<file path="config.mk">
export PLATFORM = sky130hd
export DESIGN_NAME = pse_port_device_flat
export DESIGN_NICKNAME = d
export VERILOG_FILES = /design/src/hdl/pse_mode_pkg.sv /design/src/hdl/pse_link_if.sv /design/src/hdl/pse_port_device.sv /design/src/flat_wrapper.sv
export SDC_FILE = /design/constraint.sdc
export NUM_CORES = 1
export LEC_CHECK = 0
export BUFFER_PORTS_ARGS = -buffer_cell sky130_fd_sc_hd__buf_2
export CELL_PAD_IN_SITES_DETAIL_PLACEMENT = 0
export CELL_PAD_IN_SITES_GLOBAL_PLACEMENT = 1
export CORE_AREA = 2 2 106 108
export CTS_CLUSTER_SIZE = 16
export DETAILED_ROUTE_END_ITERATION = 12
export DIE_AREA = 0 0 108 110
export GPL_ROUTABILITY_DRIVEN = 0
export PLACE_DENSITY_LB_ADDON = 0.08
export SYNTH_ARGS = -nofsm -noshare
export SYNTH_HDL_FRONTEND = slang
export SYNTH_SLANG_ARGS = --single-unit
</file>
<file path="constraint.sdc">
create_clock -name clk -period 4.2 [get_ports clk]
set_input_delay 0.21 -clock clk [delete_from_list [all_inputs] [get_ports clk]]
set_output_delay 0.21 -clock clk [all_outputs]
set_load 0.005 [all_outputs]
</file>
<file path="src/hdl/pse_mode_pkg.sv">
// shared constants, types and decode helpers for the port mode controller
package pse_mode_pkg;
    localparam logic [1:0] OPM_SHUTDOWN = 2'h0;
    localparam logic [1:0] OPM_MANUAL   = 2'h1;
    localparam logic [1:0] OPM_SEMI     = 2'h2;
    localparam logic [1:0] OPM_AUTO     = 2'h3;

    localparam logic [2:0] DET_UNKNOWN = 3'h0;
    localparam logic [2:0] DET_GOOD    = 3'h4;

    localparam logic [3:0] CLS_0 = 4'h0;
    localparam logic [3:0] CLS_4 = 4'h4;

    localparam logic [16:0] BASE_MW = 17'h032C8;

    localparam longint unsigned CLK_HZ      = 200000000;
    localparam longint unsigned WAIT_MS     = 100;
    localparam longint unsigned WAIT_MID_MS = 2000;
    localparam int unsigned WAIT_CYC_DEF     = 32'(WAIT_MS * (CLK_HZ / 1000));
    localparam int unsigned WAIT_MID_CYC_DEF = 32'(WAIT_MID_MS * (CLK_HZ / 1000));
    localparam int unsigned VARIANT_MW_DEF   = 90000;

    localparam logic [3:0] REG_CTRL   = 4'h0;
    localparam logic [3:0] REG_CMD    = 4'h4;
    localparam logic [3:0] REG_STATUS = 4'h8;
    localparam logic [3:0] REG_BUDGET = 4'hC;

    localparam int CTRL_MODE_LSB = 0;
    localparam int CTRL_DET_EN   = 2;
    localparam int CTRL_CLS_EN   = 3;
    localparam int CTRL_HP_EN    = 4;
    localparam int CTRL_EXT_EN   = 5;
    localparam int CTRL_DISC_EN  = 6;
    localparam int CMD_DETECT    = 0;
    localparam int CMD_CLASS     = 1;
    localparam int CMD_ON        = 2;
    localparam int CMD_OFF       = 3;
    localparam int ST_DET_LSB    = 0;
    localparam int ST_CLS_LSB    = 4;
    localparam int ST_POWER      = 8;
    localparam int ST_STRAP      = 9;
    localparam int ST_STARTUP    = 12;
    localparam int ST_ILIM       = 13;
    localparam int ST_DISC       = 14;
    localparam logic [6:0] CTRL_RESET = 7'h00;

    typedef enum logic [2:0] {
        MODE_SHUTDOWN, MODE_MANUAL, MODE_SEMI, MODE_AUTO, MODE_RESERVED
    } mode_t;

    typedef enum logic [2:0] {
        ST_IDLE, ST_DETECTING, ST_CLASSIFYING, ST_BACKOFF, ST_POWERED, ST_FAULTED
    } port_state_t;

    function automatic mode_t decode_mode(input logic [1:0] field, input logic strap);
        if (field == OPM_AUTO)
            decode_mode = strap ? MODE_AUTO : MODE_RESERVED;
        else if (field == OPM_SEMI)
            decode_mode = MODE_SEMI;
        else if (field == OPM_MANUAL)
            decode_mode = MODE_MANUAL;
        else
            decode_mode = MODE_SHUTDOWN;
    endfunction

    // power a class asks for, in mW; class 0 is budgeted as the full baseline
    function automatic logic [16:0] class_mw(input logic [3:0] cls);
        case (cls)
            4'h1:    class_mw = 17'h00FA0;
            4'h2:    class_mw = 17'h01B58;
            4'h4:    class_mw = 17'h0639C;
            4'h5:    class_mw = 17'h0972C;
            4'h6:    class_mw = 17'h0CDDC;
            4'h7:    class_mw = 17'h11170;
            4'h8:    class_mw = 17'h15F90;
            default: class_mw = BASE_MW;
        endcase
    endfunction
endpackage

</file>
<file path="src/hdl/pse_link_if.sv">
// link between the host-side controller and the port device
`timescale 1ns/1ps
interface pse_link_if;
    logic [1:0] port_op_mode_field;
    logic       detect_en;
    logic       class_en;
    logic       hp_en;
    logic       extended_power_enable_bit;
    logic       disc_en;
    logic       cmd_detect;
    logic       cmd_class;
    logic       cmd_on;
    logic       cmd_off;
    logic [2:0] det_result;
    logic [3:0] cls_result;
    logic       status_valid;
    logic       power_on;
    logic       startup_fault;
    logic       ilim_event;
    logic       disc_event;
    logic       auto_strap;

    modport device (
        input  port_op_mode_field, detect_en, class_en, hp_en,
               extended_power_enable_bit, disc_en,
               cmd_detect, cmd_class, cmd_on, cmd_off,
        output det_result, cls_result, status_valid, power_on,
               startup_fault, ilim_event, disc_event, auto_strap
    );
    modport host (
        output port_op_mode_field, detect_en, class_en, hp_en,
               extended_power_enable_bit, disc_en,
               cmd_detect, cmd_class, cmd_on, cmd_off,
        input  det_result, cls_result, status_valid, power_on,
               startup_fault, ilim_event, disc_event, auto_strap
    );
endinterface

</file>
<file path="src/hdl/pse_port_device.sv">
// port mode sequencer of the power-sourcing device
//
// What this block does
// - decode mode field, auto needs strap high
// - mode 00b keeps port fully shut down
// - manual: one commanded cycle, report, idle
// - manual honours power on/off commands anytime
// - semi-auto repeats detect/class, reports each
// - semi-auto powers only on host command
// - semi/auto: no detection until host enables it; manual detects on command
// - auto mode powers on after good detection
// - thresholds self-assigned only in auto mode
// - strap must be high when reset releases for auto mode
// - current-limit fault always removes power
// - enabled disconnect removes power, any mode
// - host power-off honoured at any time
// - extended class needs high-power and extended enable
// - strapped: refuse classes above variant limit
// - type 1 variant: class 4 as 0
// - type 1 variant meant for strapped use
// - unclassified device budgeted at 13W
// - semi-auto waits 100ms, 2s for midspan
// - semi-auto high power: power-on needs good detect
// - strap and midspan latched only at reset
//
// The implementer's own choices: the address map and register access over Wishbone.
`timescale 1ns/1ps
module pse_port_device
    import pse_mode_pkg::*;
#(
    parameter int unsigned WAIT_CYC     = pse_mode_pkg::WAIT_CYC_DEF,
    parameter int unsigned WAIT_MID_CYC = pse_mode_pkg::WAIT_MID_CYC_DEF,
    parameter int unsigned VARIANT_MW   = pse_mode_pkg::VARIANT_MW_DEF,
    parameter bit          TYPE1_ONLY   = 1'b0
)(
    input  wire logic        clk,
    input  wire logic        nrst,
    pse_link_if.device       link,
    input  wire logic        strap_auto,
    input  wire logic        strap_mid,
    input  wire logic        detect_done,
    input  wire logic [2:0]  detect_code,
    input  wire logic        class_done,
    input  wire logic [3:0]  class_code,
    input  wire logic        ilim_fault,
    input  wire logic        disconnect,
    output logic             detect_start,
    output logic             class_start,
    output logic             class_ext,
    output logic             gate_on,
    output logic [3:0]       icut_sel,
    output logic             ilim_high,
    output logic [16:0]      budget_mw
);
    import pse_mode_pkg::*;

    port_state_t state;
    mode_t       mode;
    logic        auto_latched;
    logic        mid_latched;
    logic        straps_taken;
    logic [31:0] wait_cnt;
    logic        classified;
    logic        auto_on_req;
    logic        kill;
    logic        over_limit;
    logic        want_on;
    logic        refuse_hp;
    logic [3:0]  next_cls;
    logic        port_off_mode;

    // straps are caught once after release, never while reset is low
    always_ff @(posedge clk)
    begin
        if (!nrst)
        begin
            auto_latched <= 1'b0;
            mid_latched  <= 1'b0;
            straps_taken <= 1'b0;
        end
        else if (!straps_taken)
        begin
            auto_latched <= strap_auto;
            mid_latched  <= strap_mid;
            straps_taken <= 1'b1;
        end
    end

    assign mode = decode_mode(link.port_op_mode_field, auto_latched);
    assign port_off_mode = (mode == MODE_SHUTDOWN) || (mode == MODE_RESERVED);

    assign kill = ilim_fault
               || (disconnect && link.disc_en)
               || link.cmd_off
               || port_off_mode
               || !straps_taken;

    assign over_limit = auto_latched && (32'(class_mw(link.cls_result)) > VARIANT_MW);
    assign refuse_hp  = (mode == MODE_SEMI) && link.hp_en
                     && (link.det_result != DET_GOOD);
    assign want_on    = link.cmd_on && !port_off_mode;
    assign next_cls   = (TYPE1_ONLY && class_code == CLS_4) ? CLS_0 : class_code;

    // sequencer
    always_ff @(posedge clk)
    begin
        if (!nrst)
        begin
            state        <= ST_IDLE;
            wait_cnt     <= 32'h0;
            detect_start <= 1'b0;
            class_start  <= 1'b0;
            class_ext    <= 1'b0;
            auto_on_req  <= 1'b0;
            classified   <= 1'b0;
            link.det_result   <= DET_UNKNOWN;
            link.cls_result   <= CLS_0;
            link.status_valid <= 1'b0;
        end
        else
        begin
            detect_start      <= 1'b0;
            class_start       <= 1'b0;
            auto_on_req       <= 1'b0;
            link.status_valid <= 1'b0;
            if (port_off_mode)
                state <= ST_IDLE;
            else if (ilim_fault && gate_on)
                state <= ST_FAULTED;
            else
            begin
                case (state)
                    ST_IDLE:
                    begin
                        if (gate_on)
                            state <= ST_POWERED;
                        else if (mode == MODE_MANUAL && link.cmd_detect)
                        begin
                            state        <= ST_DETECTING;
                            detect_start <= 1'b1;
                            classified   <= 1'b0;
                        end
                        else if (mode == MODE_MANUAL && link.cmd_class)
                        begin
                            state       <= ST_CLASSIFYING;
                            class_start <= 1'b1;
                            class_ext   <= link.hp_en && link.extended_power_enable_bit
                                        && !TYPE1_ONLY;
                        end
                        else if (mode != MODE_MANUAL && link.detect_en)
                        begin
                            state        <= ST_DETECTING;
                            detect_start <= 1'b1;
                            classified   <= 1'b0;
                        end
                    end
                    ST_DETECTING:
                    begin
                        if (detect_done)
                        begin
                            link.det_result   <= detect_code;
                            link.status_valid <= 1'b1;
                            if (mode == MODE_MANUAL)
                                state <= ST_IDLE;
                            else if (detect_code == DET_GOOD && link.class_en)
                            begin
                                state       <= ST_CLASSIFYING;
                                class_start <= 1'b1;
                                class_ext   <= link.hp_en && link.extended_power_enable_bit
                                            && !TYPE1_ONLY;
                            end
                            else
                            begin
                                state       <= ST_BACKOFF;
                                wait_cnt    <= 32'h0;
                                auto_on_req <= (mode == MODE_AUTO)
                                            && (detect_code == DET_GOOD);
                            end
                        end
                    end
                    ST_CLASSIFYING:
                    begin
                        if (class_done)
                        begin
                            link.cls_result   <= next_cls;
                            link.status_valid <= 1'b1;
                            classified        <= 1'b1;
                            if (mode == MODE_MANUAL)
                                state <= ST_IDLE;
                            else
                            begin
                                state       <= ST_BACKOFF;
                                wait_cnt    <= 32'h0;
                                auto_on_req <= (mode == MODE_AUTO)
                                            && (link.det_result == DET_GOOD);
                            end
                        end
                    end
                    ST_BACKOFF:
                    begin
                        // long wait keeps the status fresh without hammering the cable
                        wait_cnt <= wait_cnt + 32'h1;
                        if (gate_on)
                            state <= ST_POWERED;
                        else if (wait_cnt + 32'h1 >= (mid_latched ? WAIT_MID_CYC : WAIT_CYC))
                            state <= ST_IDLE;
                    end
                    ST_POWERED:
                    begin
                        if (!gate_on)
                            state <= ST_IDLE;
                    end
                    ST_FAULTED:
                        state <= ST_IDLE;
                    default:
                        state <= ST_IDLE;
                endcase
            end
        end
    end

    // power switch and its events
    always_ff @(posedge clk)
    begin
        if (!nrst)
        begin
            gate_on            <= 1'b0;
            link.power_on      <= 1'b0;
            link.startup_fault <= 1'b0;
            link.ilim_event    <= 1'b0;
            link.disc_event    <= 1'b0;
        end
        else
        begin
            link.startup_fault <= 1'b0;
            link.ilim_event    <= ilim_fault && gate_on;
            link.disc_event    <= disconnect && link.disc_en && gate_on;
            if (kill)
                gate_on <= 1'b0;
            else if (auto_on_req && !over_limit)
                gate_on <= 1'b1;
            else if (want_on && !gate_on)
            begin
                if (refuse_hp || over_limit)
                    link.startup_fault <= 1'b1;
                else
                    gate_on <= 1'b1;
            end
            link.power_on <= gate_on;
        end
    end

    // thresholds and budget
    always_ff @(posedge clk)
    begin
        if (!nrst)
        begin
            icut_sel        <= CLS_0;
            ilim_high       <= 1'b0;
            budget_mw       <= BASE_MW;
            link.auto_strap <= 1'b0;
        end
        else
        begin
            link.auto_strap <= auto_latched;
            budget_mw <= classified ? class_mw(link.cls_result) : BASE_MW;
            if (mode == MODE_AUTO)
            begin
                icut_sel  <= link.cls_result;
                ilim_high <= (link.cls_result >= CLS_4);
            end
        end
    end
endmodule

</file>
<file path="src/flat_wrapper.sv">
// flat-port wrapper written by rule: the top's interface ports become plain ports
module pse_port_device_flat import pse_mode_pkg::*;
#(
    parameter int unsigned WAIT_CYC     = pse_mode_pkg::WAIT_CYC_DEF,
    parameter int unsigned WAIT_MID_CYC = pse_mode_pkg::WAIT_MID_CYC_DEF,
    parameter int unsigned VARIANT_MW   = pse_mode_pkg::VARIANT_MW_DEF,
    parameter bit          TYPE1_ONLY   = 1'b0
)
  (clk, nrst, strap_auto, strap_mid, detect_done, detect_code, class_done, class_code, ilim_fault, disconnect, detect_start, class_start, class_ext, gate_on, icut_sel, ilim_high, budget_mw, link_port_op_mode_field, link_detect_en, link_class_en, link_hp_en, link_extended_power_enable_bit, link_disc_en, link_cmd_detect, link_cmd_class, link_cmd_on, link_cmd_off, link_det_result, link_cls_result, link_status_valid, link_power_on, link_startup_fault, link_ilim_event, link_disc_event, link_auto_strap);
  pse_link_if link_i ();
  input  wire logic clk;
  input  wire logic nrst;
  input  wire logic strap_auto;
  input  wire logic strap_mid;
  input  wire logic detect_done;
  input  wire logic [2:0] detect_code;
  input  wire logic class_done;
  input  wire logic [3:0] class_code;
  input  wire logic ilim_fault;
  input  wire logic disconnect;
  output logic detect_start;
  output logic class_start;
  output logic class_ext;
  output logic gate_on;
  output logic [3:0] icut_sel;
  output logic ilim_high;
  output logic [16:0] budget_mw;
  input wire logic [$bits(link_i.port_op_mode_field)-1:0] link_port_op_mode_field;
  input wire logic [$bits(link_i.detect_en)-1:0] link_detect_en;
  input wire logic [$bits(link_i.class_en)-1:0] link_class_en;
  input wire logic [$bits(link_i.hp_en)-1:0] link_hp_en;
  input wire logic [$bits(link_i.extended_power_enable_bit)-1:0] link_extended_power_enable_bit;
  input wire logic [$bits(link_i.disc_en)-1:0] link_disc_en;
  input wire logic [$bits(link_i.cmd_detect)-1:0] link_cmd_detect;
  input wire logic [$bits(link_i.cmd_class)-1:0] link_cmd_class;
  input wire logic [$bits(link_i.cmd_on)-1:0] link_cmd_on;
  input wire logic [$bits(link_i.cmd_off)-1:0] link_cmd_off;
  output wire logic [$bits(link_i.det_result)-1:0] link_det_result;
  output wire logic [$bits(link_i.cls_result)-1:0] link_cls_result;
  output wire logic [$bits(link_i.status_valid)-1:0] link_status_valid;
  output wire logic [$bits(link_i.power_on)-1:0] link_power_on;
  output wire logic [$bits(link_i.startup_fault)-1:0] link_startup_fault;
  output wire logic [$bits(link_i.ilim_event)-1:0] link_ilim_event;
  output wire logic [$bits(link_i.disc_event)-1:0] link_disc_event;
  output wire logic [$bits(link_i.auto_strap)-1:0] link_auto_strap;
  assign link_i.port_op_mode_field = link_port_op_mode_field;
  assign link_i.detect_en = link_detect_en;
  assign link_i.class_en = link_class_en;
  assign link_i.hp_en = link_hp_en;
  assign link_i.extended_power_enable_bit = link_extended_power_enable_bit;
  assign link_i.disc_en = link_disc_en;
  assign link_i.cmd_detect = link_cmd_detect;
  assign link_i.cmd_class = link_cmd_class;
  assign link_i.cmd_on = link_cmd_on;
  assign link_i.cmd_off = link_cmd_off;
  assign link_det_result = link_i.det_result;
  assign link_cls_result = link_i.cls_result;
  assign link_status_valid = link_i.status_valid;
  assign link_power_on = link_i.power_on;
  assign link_startup_fault = link_i.startup_fault;
  assign link_ilim_event = link_i.ilim_event;
  assign link_disc_event = link_i.disc_event;
  assign link_auto_strap = link_i.auto_strap;
  pse_port_device #(.WAIT_CYC(WAIT_CYC), .WAIT_MID_CYC(WAIT_MID_CYC), .VARIANT_MW(VARIANT_MW), .TYPE1_ONLY(TYPE1_ONLY)) u_core (.clk(clk), .nrst(nrst), .link(link_i), .strap_auto(strap_auto), .strap_mid(strap_mid), .detect_done(detect_done), .detect_code(detect_code), .class_done(class_done), .class_code(class_code), .ilim_fault(ilim_fault), .disconnect(disconnect), .detect_start(detect_start), .class_start(class_start), .class_ext(class_ext), .gate_on(gate_on), .icut_sel(icut_sel), .ilim_high(ilim_high), .budget_mw(budget_mw));
endmodule
</file>
# == After elaboration in Yosys (flattened, before gate mapping) ==
# Cells that the tools add are included.
# totals
register_bits,79
output_inout_bits,39
elab_cells,183
# op_classes
n_addsub,1
n_lt_le_gt_ge,3
eq_ne,42
muxes,63
bitwise_logic,5
reduce_logical,46
# op_table
op,n
$mux 32,5
$pmux 17 s7,1
$pmux 32 s3,1
$mux 3,14
$mux 1,34
$add 32x1->32 const B,1
$ge 32x32->1,1
$mux 29,1
$gt 17x17->1 const B,1
$eq 4x3->1 const B,4
$logic_and 1x1->1,16
$ne 2x2->1 const B,8
$pmux 3 s5,1
$eq 3x2->1 const B,4
$eq 3x3->1 const B,4
$pmux 1 s2,5
$reduce_and 5->1,2
$ne 3x1->1 const B,3
$ne 3x2->1 const B,3
$reduce_and 9->1,1
$reduce_and 4->1,2
$reduce_and 8->1,1
$reduce_and 7->1,1
$eq 3x1->1 const B,2
23 further kinds,44

# == Logic depth before layout (Yosys ltp) ==
# logic_depth
ltp_word,12
ltp_mapped,15

# == Worst setup path after synthesis ==
# No wires, ideal clock.
# synth_path
path_kind,register to register
startpoint,register u_core.wait_cnt[8]
endpoint,register u_core.state[1]
setup_ns,0.121
arrival_ns,2.904
required_time_ns,4.079
slack_ns,1.176
stages_incl_launch_ff,14
n_path_buf,1
period_less_slack_ns,3.024
path_cell_list,dfxtp_1 -> clkbuf_2 -> nand4_4 -> or4_1 -> nor3_1 -> xor2_1 -> ha_1 -> a21o_1 -> a21oi_1 -> and2_1 -> nand3_1 -> a2111oi_4 -> o21ai_2 -> mux2i_1
# synth_via
elab_chain_cells,4
# synth_lines
item,line_no,text
start: declaration,pse_port_device.sv:62,logic [31:0] wait_cnt;
start signal: assignment,pse_port_device.sv:202,wait_cnt <= wait_cnt + 32'h1;
$add 32x1->32,pse_port_device.sv:205,else if (wait_cnt + 32'h1 >= (mid_latched ? WAIT_MID_CYC : WAIT_CYC))
$ge 32x32->1,pse_port_device.sv:205,
$ne 3x1->1 (no source line),-,
$reduce_and 5->1 (no source line),-,
end signal: assignment,pse_port_device.sv:204,state <= ST_POWERED;
end signal: assignment,pse_port_device.sv:206,state <= ST_IDLE;
end signal: assignment,pse_port_device.sv:211,state <= ST_IDLE;
end: declaration,pse_port_device.sv:57,port_state_t state;
# No other way between the ends.
# A chain may end at the register's enable or synchronous reset.

# == Worst setup path in the final report ==
# layout_path
startpoint,register u_core.wait_cnt[6]
endpoint,register u_core.state[1]
# The elaborated chain is that of the path after synthesis.

==> impl_metrics.yaml <==
finish:
  fin_area_um2: 5030
  fin_nets: 656
  multi_input_comb_area_um2: 2680
  syn_to_final_growth_pct: 13.9
  final_cell_mix: "80 x nor2_1, 77 x dfxtp_1, 62 x buf_2"
  layout_commonest_cell: "nor2_1"
  drive_gt1_frac: 0.154
  fillers: 1137
  diodes: 0
  seqCellArea_um2: 1540
die:
  rows: 38
  fp.dieW_um: 108
  die_h_um: 110
  initial_core_util: 0.413
  io_pins: 65
  core-area_um2: 10700
  die_area_um2: 11900
global_route:
  use_met1: 0.278
  grt_max_degree: 31
  grt-ovfl-total: 0
  use_met3: 0.0329
  antenna_found_initial: 0
  gr-usage-met2: 0.365
  grt_usage: 0.219
  busiest_layer: "met2"
  first_global_vias: 4033
  grt_pass1_wl_um: 20200
timing:
  setup_viol: 0
  rsz0062_at_grt: "no"
  fmax_ghz: 0.294
  period_needed_ns: 3.40
  hold_viol: 0
  slew_violations: 0
  tns_ns: 0
  fin_crit_sh: 0.810
  worst_pin_slew_ns: 0.980
  final.setup_skew_ns: 0.0126
  layout_setup_ws_ns: 0.799
  whs_ns: 0.0582
  slew_headroom: 0.346
logic_synthesis:
  synth.avg_cell_area_um2: 7.72
  synth_ff_type: "dfxtp_1"
  synth_top_area_cell: "dfxtp_1"
  synthTopCellsByArea: "dfxtp_1 35%, nor2_1 6.8%, a21oi_1 5.3%"
  synthArstFlopShare: 0
  synth_cells: 572
  ys.warnings.count: 0
  yosysTopAreaCellShare: 0.349
  synth.distinct_cells: 62
  synth_edf_count: 0
  synthesis.area_um2: 4420
  synth_seq_cells: 77
  ys_seq_area_frac: 0.349
placed_design:
  placed_cell_area_um2: 4810
  port_buffers: 62
  dp_worst_setup_slack_ns: 0.845
  dpl.hpwl_um: 8910
worst_hold_path:
  hp-class: "input pin to flip-flop"
setup_path:
  crit_path_end_kind: "flip-flop"
  cp.arrival_ns: 3.67
  crit_path_end: "u_core.state[1]$_SDFFE_PP0P_"
  cp-start-kind: "flip-flop"
  slowest_stage: "dfxtp_1"
  reg2reg_setup_slack_ns: 0.80
  required_ns: 4.47
  crit_type: "flip-flop to flip-flop"
  ff2ff_path_depth: 12
  crit_path_max_fanout: 10
  crit_chain: "nand4_1 -> or3_1 -> nor2_1 -> nand2_1 -> xnor2_1 -> ha_1 -> a21oi_1 -> and2_1 -> nand3_1 -> a2111oi_4 -> o21ai_2 -> mux2i_1"
  r2r-start: "u_core.wait_cnt[6]$_SDFFE_PN0P_"
  crit_path_start: "u_core.wait_cnt[6]$_SDFFE_PN0P_"
  slowest_delay_ns: 0.52
  rr_endpoint: "u_core.state[1]$_SDFFE_PP0P_"
route:
  drc: 0
  via_per_inst: 5.54
  initialDrtViolationCount: 230
  vias: 4219
  wl_per_cell_um: 16.2
  drt-total-wl_um: 12300
  drtAntennaViolNets: 0
  dr.pass1.iters: 5
clocking:
  cts_setup_buffers: 0
  root_buffer: "clkbuf_8"
  clkLatencyLatePin_ns: 0.38
  clk_pin_slew_worst_paths_ns: 0.09
  cts_tree: "built"
  cts.sinks: 77
  numCtsBuffers: 9
  ctsHoldBuffers: 0
  clock_path_buffers: 2
  cts_resized: 0
  h-tree-depth: 3
pwr:
  power_density_nw_per_um2: 312
  irDropWorstVdd_mv: 0.176
  power.leakage_nw: 1.95
run_status:
  outcome: "finished clean"
job:
  max-cap-violations: 0
-- how the worst min path moves through the flow --
stage | start | endpoint | slack (ns) | cells past startpoint
after floorplan | nrst | u_core.straps_taken$_DFF_P_ | 0.24 | 0
after global placement | strap_auto | u_core.auto_latched$_SDFFE_PN0N_ | 0.44 | 3
after detailed placement | strap_auto | u_core.auto_latched$_SDFFE_PN0N_ | 0.45 | 3
after CTS | class_code[1] | u_core.link.cls_result[1]$_SDFFE_PN0P_ | 0.04 | 3
after global routing | class_code[1] | u_core.link.cls_result[1]$_SDFFE_PN0P_ | 0.06 | 3
final | class_code[1] | u_core.link.cls_result[1]$_SDFFE_PN0P_ | 0.06 | 3
-- stage by stage --
step / utilization / total power [mW] / std cells
after global routing: 0.470 / 1.64 / 762
after detailed placement: 0.449 / 0.935 / 746
after global placement: 0.449 / 0.933 / 746
after CTS: 0.470 / 1.59 / 762
after floorplan: - / 0.876 / 573
final: 0.470 / 1.57 / 762
-- Yosys cell counts (4+ instances only) --
cell type / instances
nand2_1: 50
xnor2_1: 16
and2_1: 10
a21o_1: 5
clkbuf_1: 25
o21ai_0: 33
ha_1: 13
nor2_1: 80
or3_1: 7
a211oi_1: 6
nor2b_1: 4
nand3_1: 20
and4_1: 6
nand4_1: 20
nor4_1: 10
a31oi_1: 7
and3_1: 13
dfxtp_1: 77
nor3_1: 13
a21oi_1: 47
inv_1: 12
nand3b_1: 7
or4_1: 5
buf_2: 6
mux2i_1: 9
nor3b_1: 6
a22oi_1: 10
nand2b_1: 6
-- layer usage --
| metal | vias up | part of all wire |
|---|---|---|
| li1 | 2152 | - |
| met1 | 1958 | 0.47 |
| met2 | 94 | 0.48 |
| met3 | 15 | 0.037 |
| met4 | 0 | 0.017 |
| met5 | - | 0 |
-- where the power goes --
group	switching [mW]	internal (mW)	total (mW)
Clock	0.309	0.341	0.650
Combinational	0.105	0.0603	0.165
Sequential	0.0157	0.738	0.754
-- state kept, by name, indices dropped and copies added (netlist names), 3 cells and up --
name / cells
u_core.wait_cnt: 32
u_core.budget_mw: 15
u_core.icut_sel: 4
u_core.link.cls_result: 4
u_core.link.det_result: 3
u_core.state: 3
-- worst max-delay path: cells and delay by family (launching register included) --
family | cells | cell delay, ns
mux | 1 | 0.12
xor+xnor | 1 | 0.25
fa+ha+maj | 1 | 0.30
simple gates | 6 | 1.41
compound gates | 3 | 0.71
flops | 1 | 0.52
-- logic make-up (layout without fill, tap and decap cells) --
family / after synthesis / after routing / synth area share
AND/OR/NAND/NOR: 266 / 266 / 0.309
AO/OA/AOI/OAI: 136 / 136 / 0.196
multiplexers: 10 / 10 / 0.0229
other: 1 / 2 / 0.000849
buffers and inverters: 49 / 98 / 0.0453
XOR/XNOR: 19 / 19 / 0.0377
adder cells (fa/ha/maj): 14 / 14 / 0.0391
flip-flops: 77 / 77 / 0.349
-- cell type report --
type,instances,share of cell area
timing repair buffer,69,0.0721
inverter,13,0.00970
clock buffer,10,0.0254
tap,140,0.0348
multi-input combinational,447,0.532
clock inverter,6,0.0191
sequential,77,0.306
Note: power is estimated with default switching activity, not from simulation.
